[src/rtl/arr_defs.svh]
// Constants for the measurement result register bank and its serial port.
// Assumes inclusion by arr_pkg.sv and arr_top.sv; definitions only.
//
// Summary of operation
// [RULE_01] Thermistor result low byte readable at 0x45
// [RULE_02] Charge current result pair at 0x46/0x47
// [RULE_03] Aux input result pair at 0x48/0x49
// [RULE_04] Input voltage result pair at 0x4a/0x4b
// [RULE_05] System rail result pair at 0x4c/0x4d
// [RULE_06] Input current result pair at 0x4e/0x4f
// [RULE_07] Alarm 1 threshold high byte, writable, resets 0x23
// [RULE_08] Result registers carry no reset value
// [RULE_09] Thermistor result high byte readable at 0x44
// [RULE_10] 0x53 holds threshold nibble and alarm polarity
// [RULE_11] Conversion trigger clears itself when conversion completes
// [RULE_12] Result equals high byte times 256 plus low
// [RULE_13] Writes to result registers are ignored
`ifndef ARR_DEFS_SVH
`define ARR_DEFS_SVH

// Serial target address, arbitrary value
`define ARR_TARGET_ADDR   7'h2a

// Register locations
`define ARR_REG_CTRL      8'h40
`define ARR_REG_TS_M      8'h44
`define ARR_REG_TS_L      8'h45
`define ARR_REG_CHARGE_CURRENT_CHANNEL_M    8'h46
`define ARR_REG_CHARGE_CURRENT_CHANNEL_L    8'h47
`define ARR_REG_AUX_M     8'h48
`define ARR_REG_AUX_L     8'h49
`define ARR_REG_VIN_M     8'h4a
`define ARR_REG_VIN_L     8'h4b
`define ARR_REG_SYS_M     8'h4c
`define ARR_REG_SYS_L     8'h4d
`define ARR_REG_IIN_M     8'h4e
`define ARR_REG_IIN_L     8'h4f
`define ARR_REG_THR1_H    8'h52
`define ARR_REG_THR1_L    8'h53

// Reset values
`define ARR_CTRL_RESET    8'h02
`define ARR_THR1_H_RESET  8'h23
`define ARR_THR1_L_RESET  8'h20

// Field positions
`define ARR_CTRL_TRIG     5
`define ARR_CTRL_RATE     7:6
`define ARR_CTRL_SPEED    4:3
`define ARR_CTRL_SEL      2:0
`define ARR_THR_NIBBLE    7:4
`define ARR_THR_POL       3
`define ARR_LANE_BIT      0

// Channel codes
`define ARR_CH_OFF        3'h0
`define ARR_CH_AUX        3'h1
`define ARR_CH_TS         3'h2
`define ARR_CH_CHARGE_CURRENT_CHANNEL       3'h4
`define ARR_CH_VIN        3'h5
`define ARR_CH_SYS        3'h6
`define ARR_CH_IIN        3'h7

// Bit counts of a serial byte
`define ARR_RX_LAST       4'h8
`define ARR_TX_LAST       4'h7

`endif

[src/rtl/arr_pkg.sv]
// Types shared by the result register bank.
// Assumes arr_defs.svh is on the include path.
`include "arr_defs.svh"

package arr_pkg;

    // Serial port sequencer states
    typedef enum logic [3:0] {
        ARR_IDLE,
        ARR_ADDR,
        ARR_AACK,
        ARR_PTR,
        ARR_DACK,
        ARR_WDATA,
        ARR_RLOAD,
        ARR_RDATA,
        ARR_RACK
    } arr_state_e;

    typedef logic [15:0] arr_word_t;

endpackage : arr_pkg

[src/rtl/arr_pin_if.sv]
// Synchronised serial pin events passed from the pin stage to the bank.
// Assumes both ends run on the same clock.
`timescale 1ns/1ps

interface arr_pin_if;
    logic scl_rise;
    logic scl_fall;
    logic start;
    logic stop;
    logic sda;

    modport src (output scl_rise, output scl_fall, output start, output stop, output sda);
    modport dst (input scl_rise, input scl_fall, input start, input stop, input sda);
endinterface : arr_pin_if

[src/rtl/arr_top.sv]
// Measurement result register bank with its serial target port and alarm 1.
// Assumes the conversion engine shares i_clk and hands over one result
// per i_meas_valid pulse; the serial pins are open drain and pulled up.
`timescale 1ns/1ps
`include "arr_defs.svh"

module arr_top
    import arr_pkg::*;
(
    // Clock and reset
    input  wire logic        i_clk,
    input  wire logic        i_reset,
    // Serial pins
    input  wire logic        i_scl,
    input  wire logic        i_sda,
    output logic             o_sda_out,
    output logic             o_sda_oe,
    // Conversion engine
    input  wire logic        i_meas_valid,
    input  wire logic [2:0]  i_meas_chan,
    input  wire logic [15:0] i_meas_data,
    input  wire logic        i_conv_done,
    output logic             o_conv_trigger,
    output logic [1:0]       o_read_rate,
    output logic [1:0]       o_conv_speed,
    // Alarm 1
    output logic             o_alarm1
);
    arr_pin_if pin ();

    arr_state_e state_r, state_nxt;
    logic [3:0] bitcnt_r, bitcnt_nxt;
    logic [7:0] shift_r, shift_nxt;
    logic [7:0] ptr_r, ptr_nxt;
    logic       rw_r, rw_nxt;
    logic       oe_r, oe_nxt;
    logic       sda_out_r;
    logic       wr_en;
    logic       rd_load;
    logic [7:0] rd_byte;
    logic [3:0] rd_slot;
    logic [7:0] ctrl_r, ctrl_nxt;
    logic [7:0] thr_hi_r, thr_hi_nxt;
    logic [7:0] thr_lo_r, thr_lo_nxt;
    logic       alarm_r, alarm_nxt;
    arr_word_t  thr_word;
    arr_word_t  result_mem [0:7];

    // Pin synchronisers and event detection
    arr_pin_sync u_pin_sync (
        .i_clk   (i_clk),
        .i_reset (i_reset),
        .i_scl   (i_scl),
        .i_sda   (i_sda),
        .pins    (pin)
    );

    // Maps a location to {valid, channel} for the result pairs
    function automatic logic [3:0] result_slot(input logic [7:0] a);
        case (a)
            `ARR_REG_TS_M, `ARR_REG_TS_L:     result_slot = {1'b1, `ARR_CH_TS};   // see [RULE_01] see [RULE_09]
            `ARR_REG_CHARGE_CURRENT_CHANNEL_M, `ARR_REG_CHARGE_CURRENT_CHANNEL_L: result_slot = {1'b1, `ARR_CH_CHARGE_CURRENT_CHANNEL}; // see [RULE_02]
            `ARR_REG_AUX_M, `ARR_REG_AUX_L:   result_slot = {1'b1, `ARR_CH_AUX};  // see [RULE_03]
            `ARR_REG_VIN_M, `ARR_REG_VIN_L:   result_slot = {1'b1, `ARR_CH_VIN};  // see [RULE_04]
            `ARR_REG_SYS_M, `ARR_REG_SYS_L:   result_slot = {1'b1, `ARR_CH_SYS};  // see [RULE_05]
            `ARR_REG_IIN_M, `ARR_REG_IIN_L:   result_slot = {1'b1, `ARR_CH_IIN};  // see [RULE_06]
            default:                          result_slot = 4'h0;
        endcase
    endfunction : result_slot

    // Read data for the current location; even holds high byte, odd low byte
    function automatic logic [7:0] read_byte(input logic [7:0] a, input arr_word_t w);
        logic [3:0] s;
        s = result_slot(a);
        if (s[3]) begin
            read_byte = a[`ARR_LANE_BIT] ? w[7:0] : w[15:8]; // see [RULE_12]
        end else begin
            case (a)
                `ARR_REG_CTRL:   read_byte = ctrl_r;
                `ARR_REG_THR1_H: read_byte = thr_hi_r;
                `ARR_REG_THR1_L: read_byte = thr_lo_r;
                default:         read_byte = 8'h00;
            endcase
        end
    endfunction : read_byte

    // Slot under the pointer; only its channel bits index the store
    always_comb begin
        rd_slot = result_slot(ptr_r);
        rd_byte = read_byte(ptr_r, result_mem[rd_slot[2:0]]);
    end

    // Serial sequencer: address, pointer, then write or read bytes
    always_comb begin
        state_nxt  = state_r;
        bitcnt_nxt = bitcnt_r;
        shift_nxt  = shift_r;
        ptr_nxt    = ptr_r;
        rw_nxt     = rw_r;
        oe_nxt     = oe_r;
        wr_en      = 1'b0;
        rd_load    = 1'b0;
        if (pin.stop) begin
            state_nxt = ARR_IDLE;
            oe_nxt    = 1'b0;
        end else if (pin.start) begin
            state_nxt  = ARR_ADDR;
            bitcnt_nxt = 4'h0;
            oe_nxt     = 1'b0;
        end else if (pin.scl_rise) begin
            case (state_r)
                ARR_ADDR, ARR_PTR, ARR_WDATA: begin
                    shift_nxt  = {shift_r[6:0], pin.sda};
                    bitcnt_nxt = bitcnt_r + 4'h1;
                end
                ARR_RACK: state_nxt = pin.sda ? ARR_IDLE : ARR_RLOAD; // Not-acknowledge ends the read
                default: ;
            endcase
        end else if (pin.scl_fall) begin
            case (state_r)
                ARR_ADDR: begin
                    if (bitcnt_r == `ARR_RX_LAST) begin
                        if (shift_r[7:1] == `ARR_TARGET_ADDR) begin
                            rw_nxt    = shift_r[0];
                            oe_nxt    = 1'b1;
                            state_nxt = ARR_AACK;
                        end else begin
                            state_nxt = ARR_IDLE;
                        end
                    end
                end
                ARR_PTR: begin
                    if (bitcnt_r == `ARR_RX_LAST) begin
                        ptr_nxt   = shift_r;
                        oe_nxt    = 1'b1;
                        state_nxt = ARR_DACK;
                    end
                end
                ARR_WDATA: begin
                    if (bitcnt_r == `ARR_RX_LAST) begin
                        wr_en     = 1'b1;
                        ptr_nxt   = ptr_r + 8'h01;
                        oe_nxt    = 1'b1;
                        state_nxt = ARR_DACK;
                    end
                end
                ARR_AACK: begin
                    if (rw_r) begin
                        rd_load = 1'b1;
                    end else begin
                        oe_nxt     = 1'b0;
                        bitcnt_nxt = 4'h0;
                        state_nxt  = ARR_PTR;
                    end
                end
                ARR_DACK: begin
                    oe_nxt     = 1'b0;
                    bitcnt_nxt = 4'h0;
                    state_nxt  = ARR_WDATA;
                end
                ARR_RLOAD: rd_load = 1'b1;
                ARR_RDATA: begin
                    if (bitcnt_r == `ARR_TX_LAST) begin
                        oe_nxt    = 1'b0;
                        state_nxt = ARR_RACK;
                    end else begin
                        shift_nxt  = {shift_r[6:0], 1'b0};
                        oe_nxt     = ~shift_r[6]; // Pull low for a zero bit
                        bitcnt_nxt = bitcnt_r + 4'h1;
                    end
                end
                default: ;
            endcase
            if (rd_load) begin
                shift_nxt  = rd_byte;
                ptr_nxt    = ptr_r + 8'h01;
                oe_nxt     = ~rd_byte[7];
                bitcnt_nxt = 4'h0;
                state_nxt  = ARR_RDATA;
            end
        end
    end

    // Sequencer registers
    always_ff @(posedge i_clk) begin
        if (i_reset) begin
            state_r   <= ARR_IDLE;
            bitcnt_r  <= 4'h0;
            shift_r   <= 8'h00;
            ptr_r     <= 8'h00;
            rw_r      <= 1'b0;
            oe_r      <= 1'b0;
            sda_out_r <= 1'b0;
        end else begin
            state_r   <= state_nxt;
            bitcnt_r  <= bitcnt_nxt;
            shift_r   <= shift_nxt;
            ptr_r     <= ptr_nxt;
            rw_r      <= rw_nxt;
            oe_r      <= oe_nxt;
            sda_out_r <= 1'b0;
        end
    end

    assign thr_word = {thr_hi_r, thr_lo_r[`ARR_THR_NIBBLE], 4'h0};

    // Writable registers, trigger clear and alarm compare
    always_comb begin
        ctrl_nxt   = ctrl_r;
        thr_hi_nxt = thr_hi_r;
        thr_lo_nxt = thr_lo_r;
        alarm_nxt  = alarm_r;
        if (i_conv_done) begin
            ctrl_nxt[`ARR_CTRL_TRIG] = 1'b0; // see [RULE_11]
        end
        if (wr_en) begin
            case (ptr_r)
                `ARR_REG_CTRL:   ctrl_nxt   = shift_r; // A new trigger wins over a clear
                `ARR_REG_THR1_H: thr_hi_nxt = shift_r; // see [RULE_07]
                `ARR_REG_THR1_L: thr_lo_nxt = shift_r; // see [RULE_10]
                default: ;                             // see [RULE_13]
            endcase
        end
        if (i_meas_valid && i_meas_chan == ctrl_r[`ARR_CTRL_SEL] && ctrl_r[`ARR_CTRL_SEL] != `ARR_CH_OFF) begin
            alarm_nxt = thr_lo_r[`ARR_THR_POL] ? (i_meas_data > thr_word)
                                               : (i_meas_data < thr_word); // see [RULE_10]
        end
    end

    // Register file with documented reset values
    always_ff @(posedge i_clk) begin
        if (i_reset) begin
            ctrl_r   <= `ARR_CTRL_RESET;
            thr_hi_r <= `ARR_THR1_H_RESET; // see [RULE_07]
            thr_lo_r <= `ARR_THR1_L_RESET;
            alarm_r  <= 1'b0;
        end else begin
            ctrl_r   <= ctrl_nxt;
            thr_hi_r <= thr_hi_nxt;
            thr_lo_r <= thr_lo_nxt;
            alarm_r  <= alarm_nxt;
        end
    end

    // Result store: only the conversion engine writes it, never reset
    always_ff @(posedge i_clk) begin
        if (i_meas_valid) begin
            result_mem[i_meas_chan] <= i_meas_data; // see [RULE_08] see [RULE_13]
        end
    end

    // Outputs straight from flip-flops
    assign o_sda_out      = sda_out_r;
    assign o_sda_oe       = oe_r;
    assign o_conv_trigger = ctrl_r[`ARR_CTRL_TRIG];
    assign o_read_rate    = ctrl_r[`ARR_CTRL_RATE];
    assign o_conv_speed   = ctrl_r[`ARR_CTRL_SPEED];
    assign o_alarm1       = alarm_r;
endmodule : arr_top

[src/rtl/arr_pin_sync.sv]
// Two-flop synchronisers and edge / start / stop detection for the serial pins.
// Assumes the pins are asynchronous to i_clk and change slowly against it.
`timescale 1ns/1ps

module arr_pin_sync (
    // Clock and reset
    input  wire logic i_clk,
    input  wire logic i_reset,
    // Serial pins
    input  wire logic i_scl,
    input  wire logic i_sda,
    // Events
    arr_pin_if.src    pins
);
    logic [1:0] meta_r, meta_nxt;
    logic [1:0] sync_r, sync_nxt;
    logic [1:0] prev_r, prev_nxt;

    // Next values of the three stages; index 1 is clock, 0 is data
    always_comb begin
        meta_nxt = {i_scl, i_sda};
        sync_nxt = meta_r;
        prev_nxt = sync_r;
    end

    // Stage registers, idle-high after reset
    always_ff @(posedge i_clk) begin
        if (i_reset) begin
            meta_r <= 2'h3;
            sync_r <= 2'h3;
            prev_r <= 2'h3;
        end else begin
            meta_r <= meta_nxt;
            sync_r <= sync_nxt;
            prev_r <= prev_nxt;
        end
    end

    // Events read only the second and third stages
    assign pins.scl_rise = sync_r[1] & ~prev_r[1];
    assign pins.scl_fall = ~sync_r[1] & prev_r[1];
    assign pins.start    = sync_r[1] & prev_r[1] & prev_r[0] & ~sync_r[0];
    assign pins.stop     = sync_r[1] & prev_r[1] & ~prev_r[0] & sync_r[0];
    assign pins.sda      = sync_r[0];

endmodule : arr_pin_sync

[config.mk]
export PLATFORM = sky130hd
export DESIGN_NAME = arr_top
export DESIGN_NICKNAME = d
export VERILOG_FILES = /design/src/rtl/arr_pkg.sv /design/src/rtl/arr_pin_if.sv /design/src/rtl/arr_top.sv /design/src/rtl/arr_pin_sync.sv
export VERILOG_INCLUDE_DIRS = /design/src /design/src/rtl
export SDC_FILE = /design/constraint.sdc
export NUM_CORES = 1
export LEC_CHECK = 0
export ABC_AREA = 1
export BUFFER_PORTS_ARGS = -buffer_cell sky130_fd_sc_hd__buf_2
export CORE_ASPECT_RATIO = 1.1
export CORE_UTILIZATION = 50
export CTS_CLUSTER_DIAMETER = 40
export DETAILED_ROUTE_END_ITERATION = 6
export HOLD_SLACK_MARGIN = 0.08
export PLACE_DENSITY = 0.7
export SLEW_MARGIN = 10
export SYNTH_ARGS = -nofsm -noshare
export SYNTH_HDL_FRONTEND = slang
export SYNTH_SLANG_ARGS = --single-unit
[constraint.sdc]
create_clock -name i_clk -period 2.01 [get_ports i_clk]
set_input_delay 0.1005 -clock i_clk [delete_from_list [all_inputs] [get_ports i_clk]]
set_output_delay 0.1005 -clock i_clk [all_outputs]
set_load 0.05 [all_outputs]
Word level (Yosys, flattened, before mapping)
Memories as Yosys holds them, arrays and structs flattened.
Cells that the tools add are included.
W data, S select, Z words.
- register bits after elaboration: 57
- bits in latches: 0
- bits in writable memories: 128
- memory bits (read-only): 0
- input bits: 25
- output and inout port bits: 8
- logic and storage cells: 173
- memories: 1
- add/sub/neg operators: 2
- multiply operators: 0
- div/mod/pow operators: 0
- magnitude comparators: 2
- eq/ne operators: 47
- shift operators: 0
- mux-type cells: 59
- bitwise logic cells: 16
- reduce and logical (&&, ||, !) cells: 31
- memory list (name ; words ; width ; rd ports ; clocked after Yosys merged registers in ; write ports ; RTL line ; RTL):
    result_mem ; 8 ; 16 ; 1 ; 0 ; 1 ; arr_top.sv:47 ; arr_word_t result_mem [0:7];
- operators with widths (cell ; number):
    $eq A8 B7 Y1 const B ; 15
    $mux W8 ; 11
    $mux W4 ; 15
    $reduce_and A7 Y1 ; 5
    $pmux W4 S6 ; 1
    $pmux W8 S3 ; 1
    $mux W1 ; 22
    $eq A4 B3 Y1 const B ; 5
    $ne A5 B5 Y1 const B ; 4
    $pmux W4 S5 ; 1
    $gt A16 B16 Y1 ; 1
    $lt A16 B16 Y1 ; 1
    $pmux W8 S2 ; 1
    $reduce_or A2 Y1 ; 8
    $ne A3 B3 Y1 const B ; 5
    $mux W6 ; 2
    $ne A4 B4 Y1 const B ; 3
    $pmux W4 S3 ; 1
    $reduce_and A6 Y1 ; 2
    $reduce_bool A3 Y1 ; 4
    $reduce_bool A6 Y1 ; 2
    $ne A3 B1 Y1 const B ; 3
    $not A1 Y1 ; 9
    $add A8 B1 Y8 const B ; 1
    21 further kinds ; 34

Depth between registers and ports, before layout
- depth in word-level cells: 10
- mapped depth: 18
- depth with buffers taken out: 17

Hierarchy
Synthesis repeated with hierarchy kept, for this count alone.
- cell total of the unflattened synthesis: 974
- area total of the unflattened synthesis: 8861.0 sq um
- modules (own cells, without submodules) (module ; times used ; cells each ; area an instance (sq um) ; seq. area each (sq um)):
    arr_top ; 1 ; 950 ; 8663.3 ; 4864.7
    arr_pin_sync ; 1 ; 24 ; 197.7 ; 120.1

Worst setup path before layout
No wires, ideal clock.
- path kind: register to register
- start point: register ptr_r[0]
- end point: register shift_r[1]
- setup time: 132 ps
- arrival: 2016 ps
- required time: 1878 ps
- path slack: -138 ps
- cell stages (with the launch flop): 17
- path buffers: 2
- clock period less this slack: 2148 ps
- cells stage by stage: dfxtp_1 -> inv_2 -> ha_1 -> nor2_1 -> nand2_1 -> nand3_4 -> nand2_4 -> buf_8 -> buf_4 -> o211ai_1 -> nand3_1 -> nand2_1 -> nand2_1 -> nand3_1 -> nand2_1 -> nand2_1 -> a21oi_1
- longest elaborated chain between the ends: 9
- elaborated cells between the ends (all ways): 29
- those cells by class: eq/ne: 15; mux: 7; reduce/logical: 6; memory: 1
- ends and longest elaborated chain (element ; RTL line ; RTL):
    start, declared ; arr_top.sv:34 ; logic [7:0] ptr_r, ptr_nxt;
    start signal, assigned ; arr_top.sv:198 ; ptr_r <= ptr_nxt;
    $eq A8 B7 Y1 ; arr_top.sv:60 ; case (a)
    $reduce_or A2 Y1 ; arr_top.sv:60 ;
    $pmux W4 S6 ; arr_top.sv:60 ;
    $mem_v2 Z8 W16 ; - ;
    $mux W8 ; arr_top.sv:76 ; read_byte = a[`ARR_LANE_BIT] ? w[7:0] : w[15:8];
    $mux W8 * ; arr_top.sv:75 ; if (s[3]) begin
    $mux W8 * ; arr_top.sv:174 ; if (rd_load) begin
    $mux W8 * ; arr_top.sv:119 ; end else if (pin.scl_fall) begin
    $mux W8 * ; arr_top.sv:110 ; end else if (pin.scl_rise) begin
    end signal, assigned ; arr_top.sv:197 ; shift_r <= shift_nxt;
    end, declared ; arr_top.sv:33 ; logic [7:0] shift_r, shift_nxt;
Every way passes the cells marked *; elsewhere a longest branch is shown, timed or not. The select of a mux whose other input is x is not followed.
A chain may end at the register's enable or synchronous reset.

Worst setup path in the final report
- start point: register ptr_r[0]
- end point: register shift_r[3]
The elaborated chain is that of the path after synthesis.

==> metrics.csv <==
stage,metric,value,unit
run_status,outcome,"finished, violations left",
run_status,failing checks,setup timing,
route,Total Routed Length,23500,µm
placed_design,pre-CTS setup slack,-0.188,ns
placed_design,dpl hpwl,14600,µm
timing,RSZ-0062 raised after global routing,true,
min_path,HP Class,in -> reg,
timing,upper clock frequency limit,446,MHz
power_and_ir_drop,switching share of power,22.6,%
route,Via density,5.54,
synth,Cell variety after synth,42,
die,area of the core,0.0171,mm²
die,row count,50,
worst_setup_path,CP required,2.34,ns
final_layout,Final nets,1126,
timing,fin. max-slew vios,0,
cts,Clock Sinks,185,
worst_setup_path,WP data arrival,2.57,ns
timing,setup_tns,-1.70,ns
final_layout,utilization after layout,64.9,%
die,Die Y,141,µm
cts,H-tree levels,4,
synth,total of warnings raised by yosys,0,
route,DRT antenna net count,0,
worst_setup_path,r2r setup slk,-0.23,ns
timing,Final setup viols,9,
cts,CTS tree,built,
cts,Worst-Skew Late Latency,0.45,ns
die,die area,0.0182,mm²
min_path,hold path depth,3,
worst_setup_path,crit path capture type,flip-flop,
die,Ports,33,
placed_design,placed cells,1254,
synth,Mean Syn Cell Area,9.27,µm²
placed_design,routability cong.,0.956,
final_layout,Final Non-Filler Cells,1327,
power_and_ir_drop,P_int,6.18,mW
worst_setup_path,max incr delay on CP,0.40,ns
global_route,GRT overflow,0,
route,routed len/inst,17.7,µm
worst_setup_path,Worst Path Max Fanout,5,
power_and_ir_drop,total power,7.99,mW
timing,Fin. Hold Viols,0,
route,drt drc,0,
die,width of the die,129,µm
flow_run,max-cap viol count,0,
synth,post-synth net total,999,
final_layout,filler cell count,1383,
placed_design,placed cell areas,0.00968,mm²
final_layout,area grow syn2layout,25.9,%
power_and_ir_drop,Peak VDD IR,0.622,mV
worst_setup_path,CP cell instances,inv_4 -> ha_4 -> nor2_4 -> buf_6 -> inv_4 -> nand4_1 -> nand2_4 -> buf_12 -> clkbuf_16 -> o211ai_1 -> nand3_1 -> nand2_2 -> nand2_1 -> nand3_2 -> nand2_1 -> nand2_1 -> a21oi_1,
route,DRT Pass-1 Iters,5,
timing,Tmin final,2.24,ns
global_route,first-pass GRT wire length,34400,µm
placed_design,port bufs,31,
power_and_ir_drop,LEAKAGE,4.39,nW
timing,Slew HR,67.1,%
final_layout,post-route cell area,0.0111,mm²
synth,Mapped Cells,953,
route,initial drt markers,773,
synth,sequential element share of the synthesized area,56.4,%
global_route,largest net degree at the start of global routing,38,
final_layout,ratio of cells with drive above 1 in the final layout,23.1,%
worst_setup_path,Crit Path Class,reg -> reg,
worst_setup_path,Critical Path Slowest Stage Cell,dfxtp_4,
die,Initial Util,51.5,%
power_and_ir_drop,Power per Cell Area,718,mW/mm²
timing,Final Hold Slack,0.105,ns
worst_setup_path,cell mode on critical path,nand2_1,
route,total number of vias,7349,
synth,Synth Cell Area,0.00883,mm²
power_and_ir_drop,Seq pwr share,52.5,%
global_route,initial antenna violation count,0,
final_layout,ANT cells,0,
cts,TritonCTS Buffers,17,
timing,clock skew,0.0148,ns
global_route,Total Routing Usage GR,25.2,%
timing,part of the cycle the worst path needs,112,%
power_and_ir_drop,P_sw,1.81,mW
timing,measured slew at the worst slew-check pin,0.489,ns
power_and_ir_drop,Combinational Power Share,4.4,%
cts,clock slew at reported path FFs,0.07,ns
worst_setup_path,Reg2Reg Depth,17,
cts,Max Root-Sink Buffers,2,
cts,root buffer cell,clkbuf_16,
timing,final worst setup slack,-0.234,ns
synth,#FFs+latches synth,185,
global_route,vias in the first global route,6758,
power_and_ir_drop,Clock power frac,43.1,%
worst_setup_path,CP Launch Type,flip-flop,
==> final timing paths <==
path,from,endpoint
worst min register to register,u_pin_sync.meta_r[0],u_pin_sync.prev_nxt[0]
worst max register to register,ptr_r[0],shift_r[3]
worst min-delay path,i_reset,shift_r[6]
worst max-delay path,ptr_r[0],shift_r[3]
==> synthesized netlist by cell type <==
master / n / area [µm²]
a211oi_1: 12 / 90.1
a21oi_1: 68 / 340
a221oi_1: 1 / 8.76
a31oi_1: 5 / 31.3
a31oi_4: 1 / 21.3
and2_1: 1 / 6.26
and3_1: 1 / 6.26
buf_2: 13 / 65.1
buf_4: 15 / 113
buf_6: 1 / 11.3
buf_8: 2 / 30.0
clkbuf_1: 10 / 37.5
conb_1: 1 / 3.75
dfxtp_1: 57 / 1140
edfxtp_1: 128 / 3840
ha_1: 21 / 263
inv_1: 124 / 465
inv_2: 8 / 30.0
nand2_1: 217 / 815
nand2_2: 5 / 31.3
nand2_4: 1 / 11.3
nand3_1: 84 / 420
nand3_4: 2 / 35.0
nand3b_1: 7 / 52.6
nand4_1: 6 / 37.5
nor2_1: 40 / 150
nor2_2: 3 / 18.8
nor2_8: 1 / 20.0
nor3_1: 17 / 85.1
nor3_2: 1 / 10.0
nor3b_1: 2 / 15.0
nor4_1: 2 / 12.5
o2111ai_1: 1 / 8.76
o211ai_1: 35 / 263
o21ai_0: 41 / 205
o21ai_1: 1 / 5.00
o21ai_2: 1 / 8.76
o221ai_1: 4 / 35.0
o22ai_1: 6 / 37.5
o31ai_1: 1 / 7.51
or2_2: 4 / 25.0
xor2_1: 2 / 17.5
==> routing by layer <==
| metal | vias up | global-route usage [%] | wire length [µm] |
|---|---|---|---|
| met5 | - | 0 | 0 |
| met4 | 0 | 10.1 | 756 |
| met3 | 52 | 5.43 | 1830 |
| met2 | 342 | 43.1 | 11700 |
| met1 | 3454 | 30.9 | 9270 |
| li1 | 3501 | - | - |
==> logic make-up after synthesis <==
| logic type | synth area share [%] |
|---|---|
| buffers and inverters | 8.51 |
| other | 0.0424 |
| XOR/XNOR | 0.198 |
| adder cells (fa/ha/maj) | 2.97 |
| AND/OR/NAND/NOR | 19.8 |
| flip-flops | 56.4 |
| AO/OA/AOI/OAI | 12.0 |
==> critical path: cells and delay by family, from the launching register on <==
family	cells	cell delay, ns
simple gates	9	0.89
buf+inv	5	0.52
flops	1	0.40
fa+ha+maj	1	0.16
compound gates	2	0.15
==> power by group through the flow <==
| stage | Clock (mW) | Sequential (mW) | Combinational, mW |
|---|---|---|---|
| floorplan | 0 | 4.27 | 0.159 |
| global placement | 0 | 4.27 | 0.304 |
| detailed placement | 0 | 4.27 | 0.312 |
| CTS | 3.48 | 4.19 | 0.342 |
| global route | 3.62 | 4.20 | 0.389 |
| finish | 3.44 | 4.19 | 0.354 |
==> registers in the layout (all words and copies together), names as in the netlist <==
name / cells
bitcnt_r: 4
ctrl_r: 8
o_alarm1: 1
o_sda_oe: 1
ptr_r: 8
result_mem: 128
rw_r: 1
shift_r: 8
state_r: 4
thr_hi_r: 8
thr_lo_r: 8
u_pin_sync.meta_r: 2
u_pin_sync.prev_nxt: 2
u_pin_sync.prev_r: 2
==> placed cells by master, fill, tap and decap left out, drive strengths merged, types with 6 or more instances in the layout <==
cell,instances
o211ai,35
nor3,18
nand2,224
o22ai,6
a211oi,12
nor2,44
inv,140
dlygate4sd3,19
dfxtp,57
o21ai,43
buf,124
edfxtp,128
ha,21
nand3,86
nand4,6
a31oi,6
clkbuf,23
a21oi,68
nand3b,7
==> cell type report <==
type	count	area (µm²)	share of cell area [%]
sequential	185	4990	44.9
multi-input combinational	596	3410	30.6
timing repair buffer	148	1320	11.8
inverter	132	508	4.57
clock buffer	18	429	3.86
tap	234	293	2.63
clock inverter	14	178	1.60
==> what timing repair did <==
item,CTS,global route
endpoints found under the hold margin,131,0
hold buffers,19,0
endpoints found under the setup margin,25,39
gates cloned,2,9
pin swaps,5,36
buffers inserted,2,9
resized for setup,18,70
No activity file was read; power rests on OpenSTA's default activity.
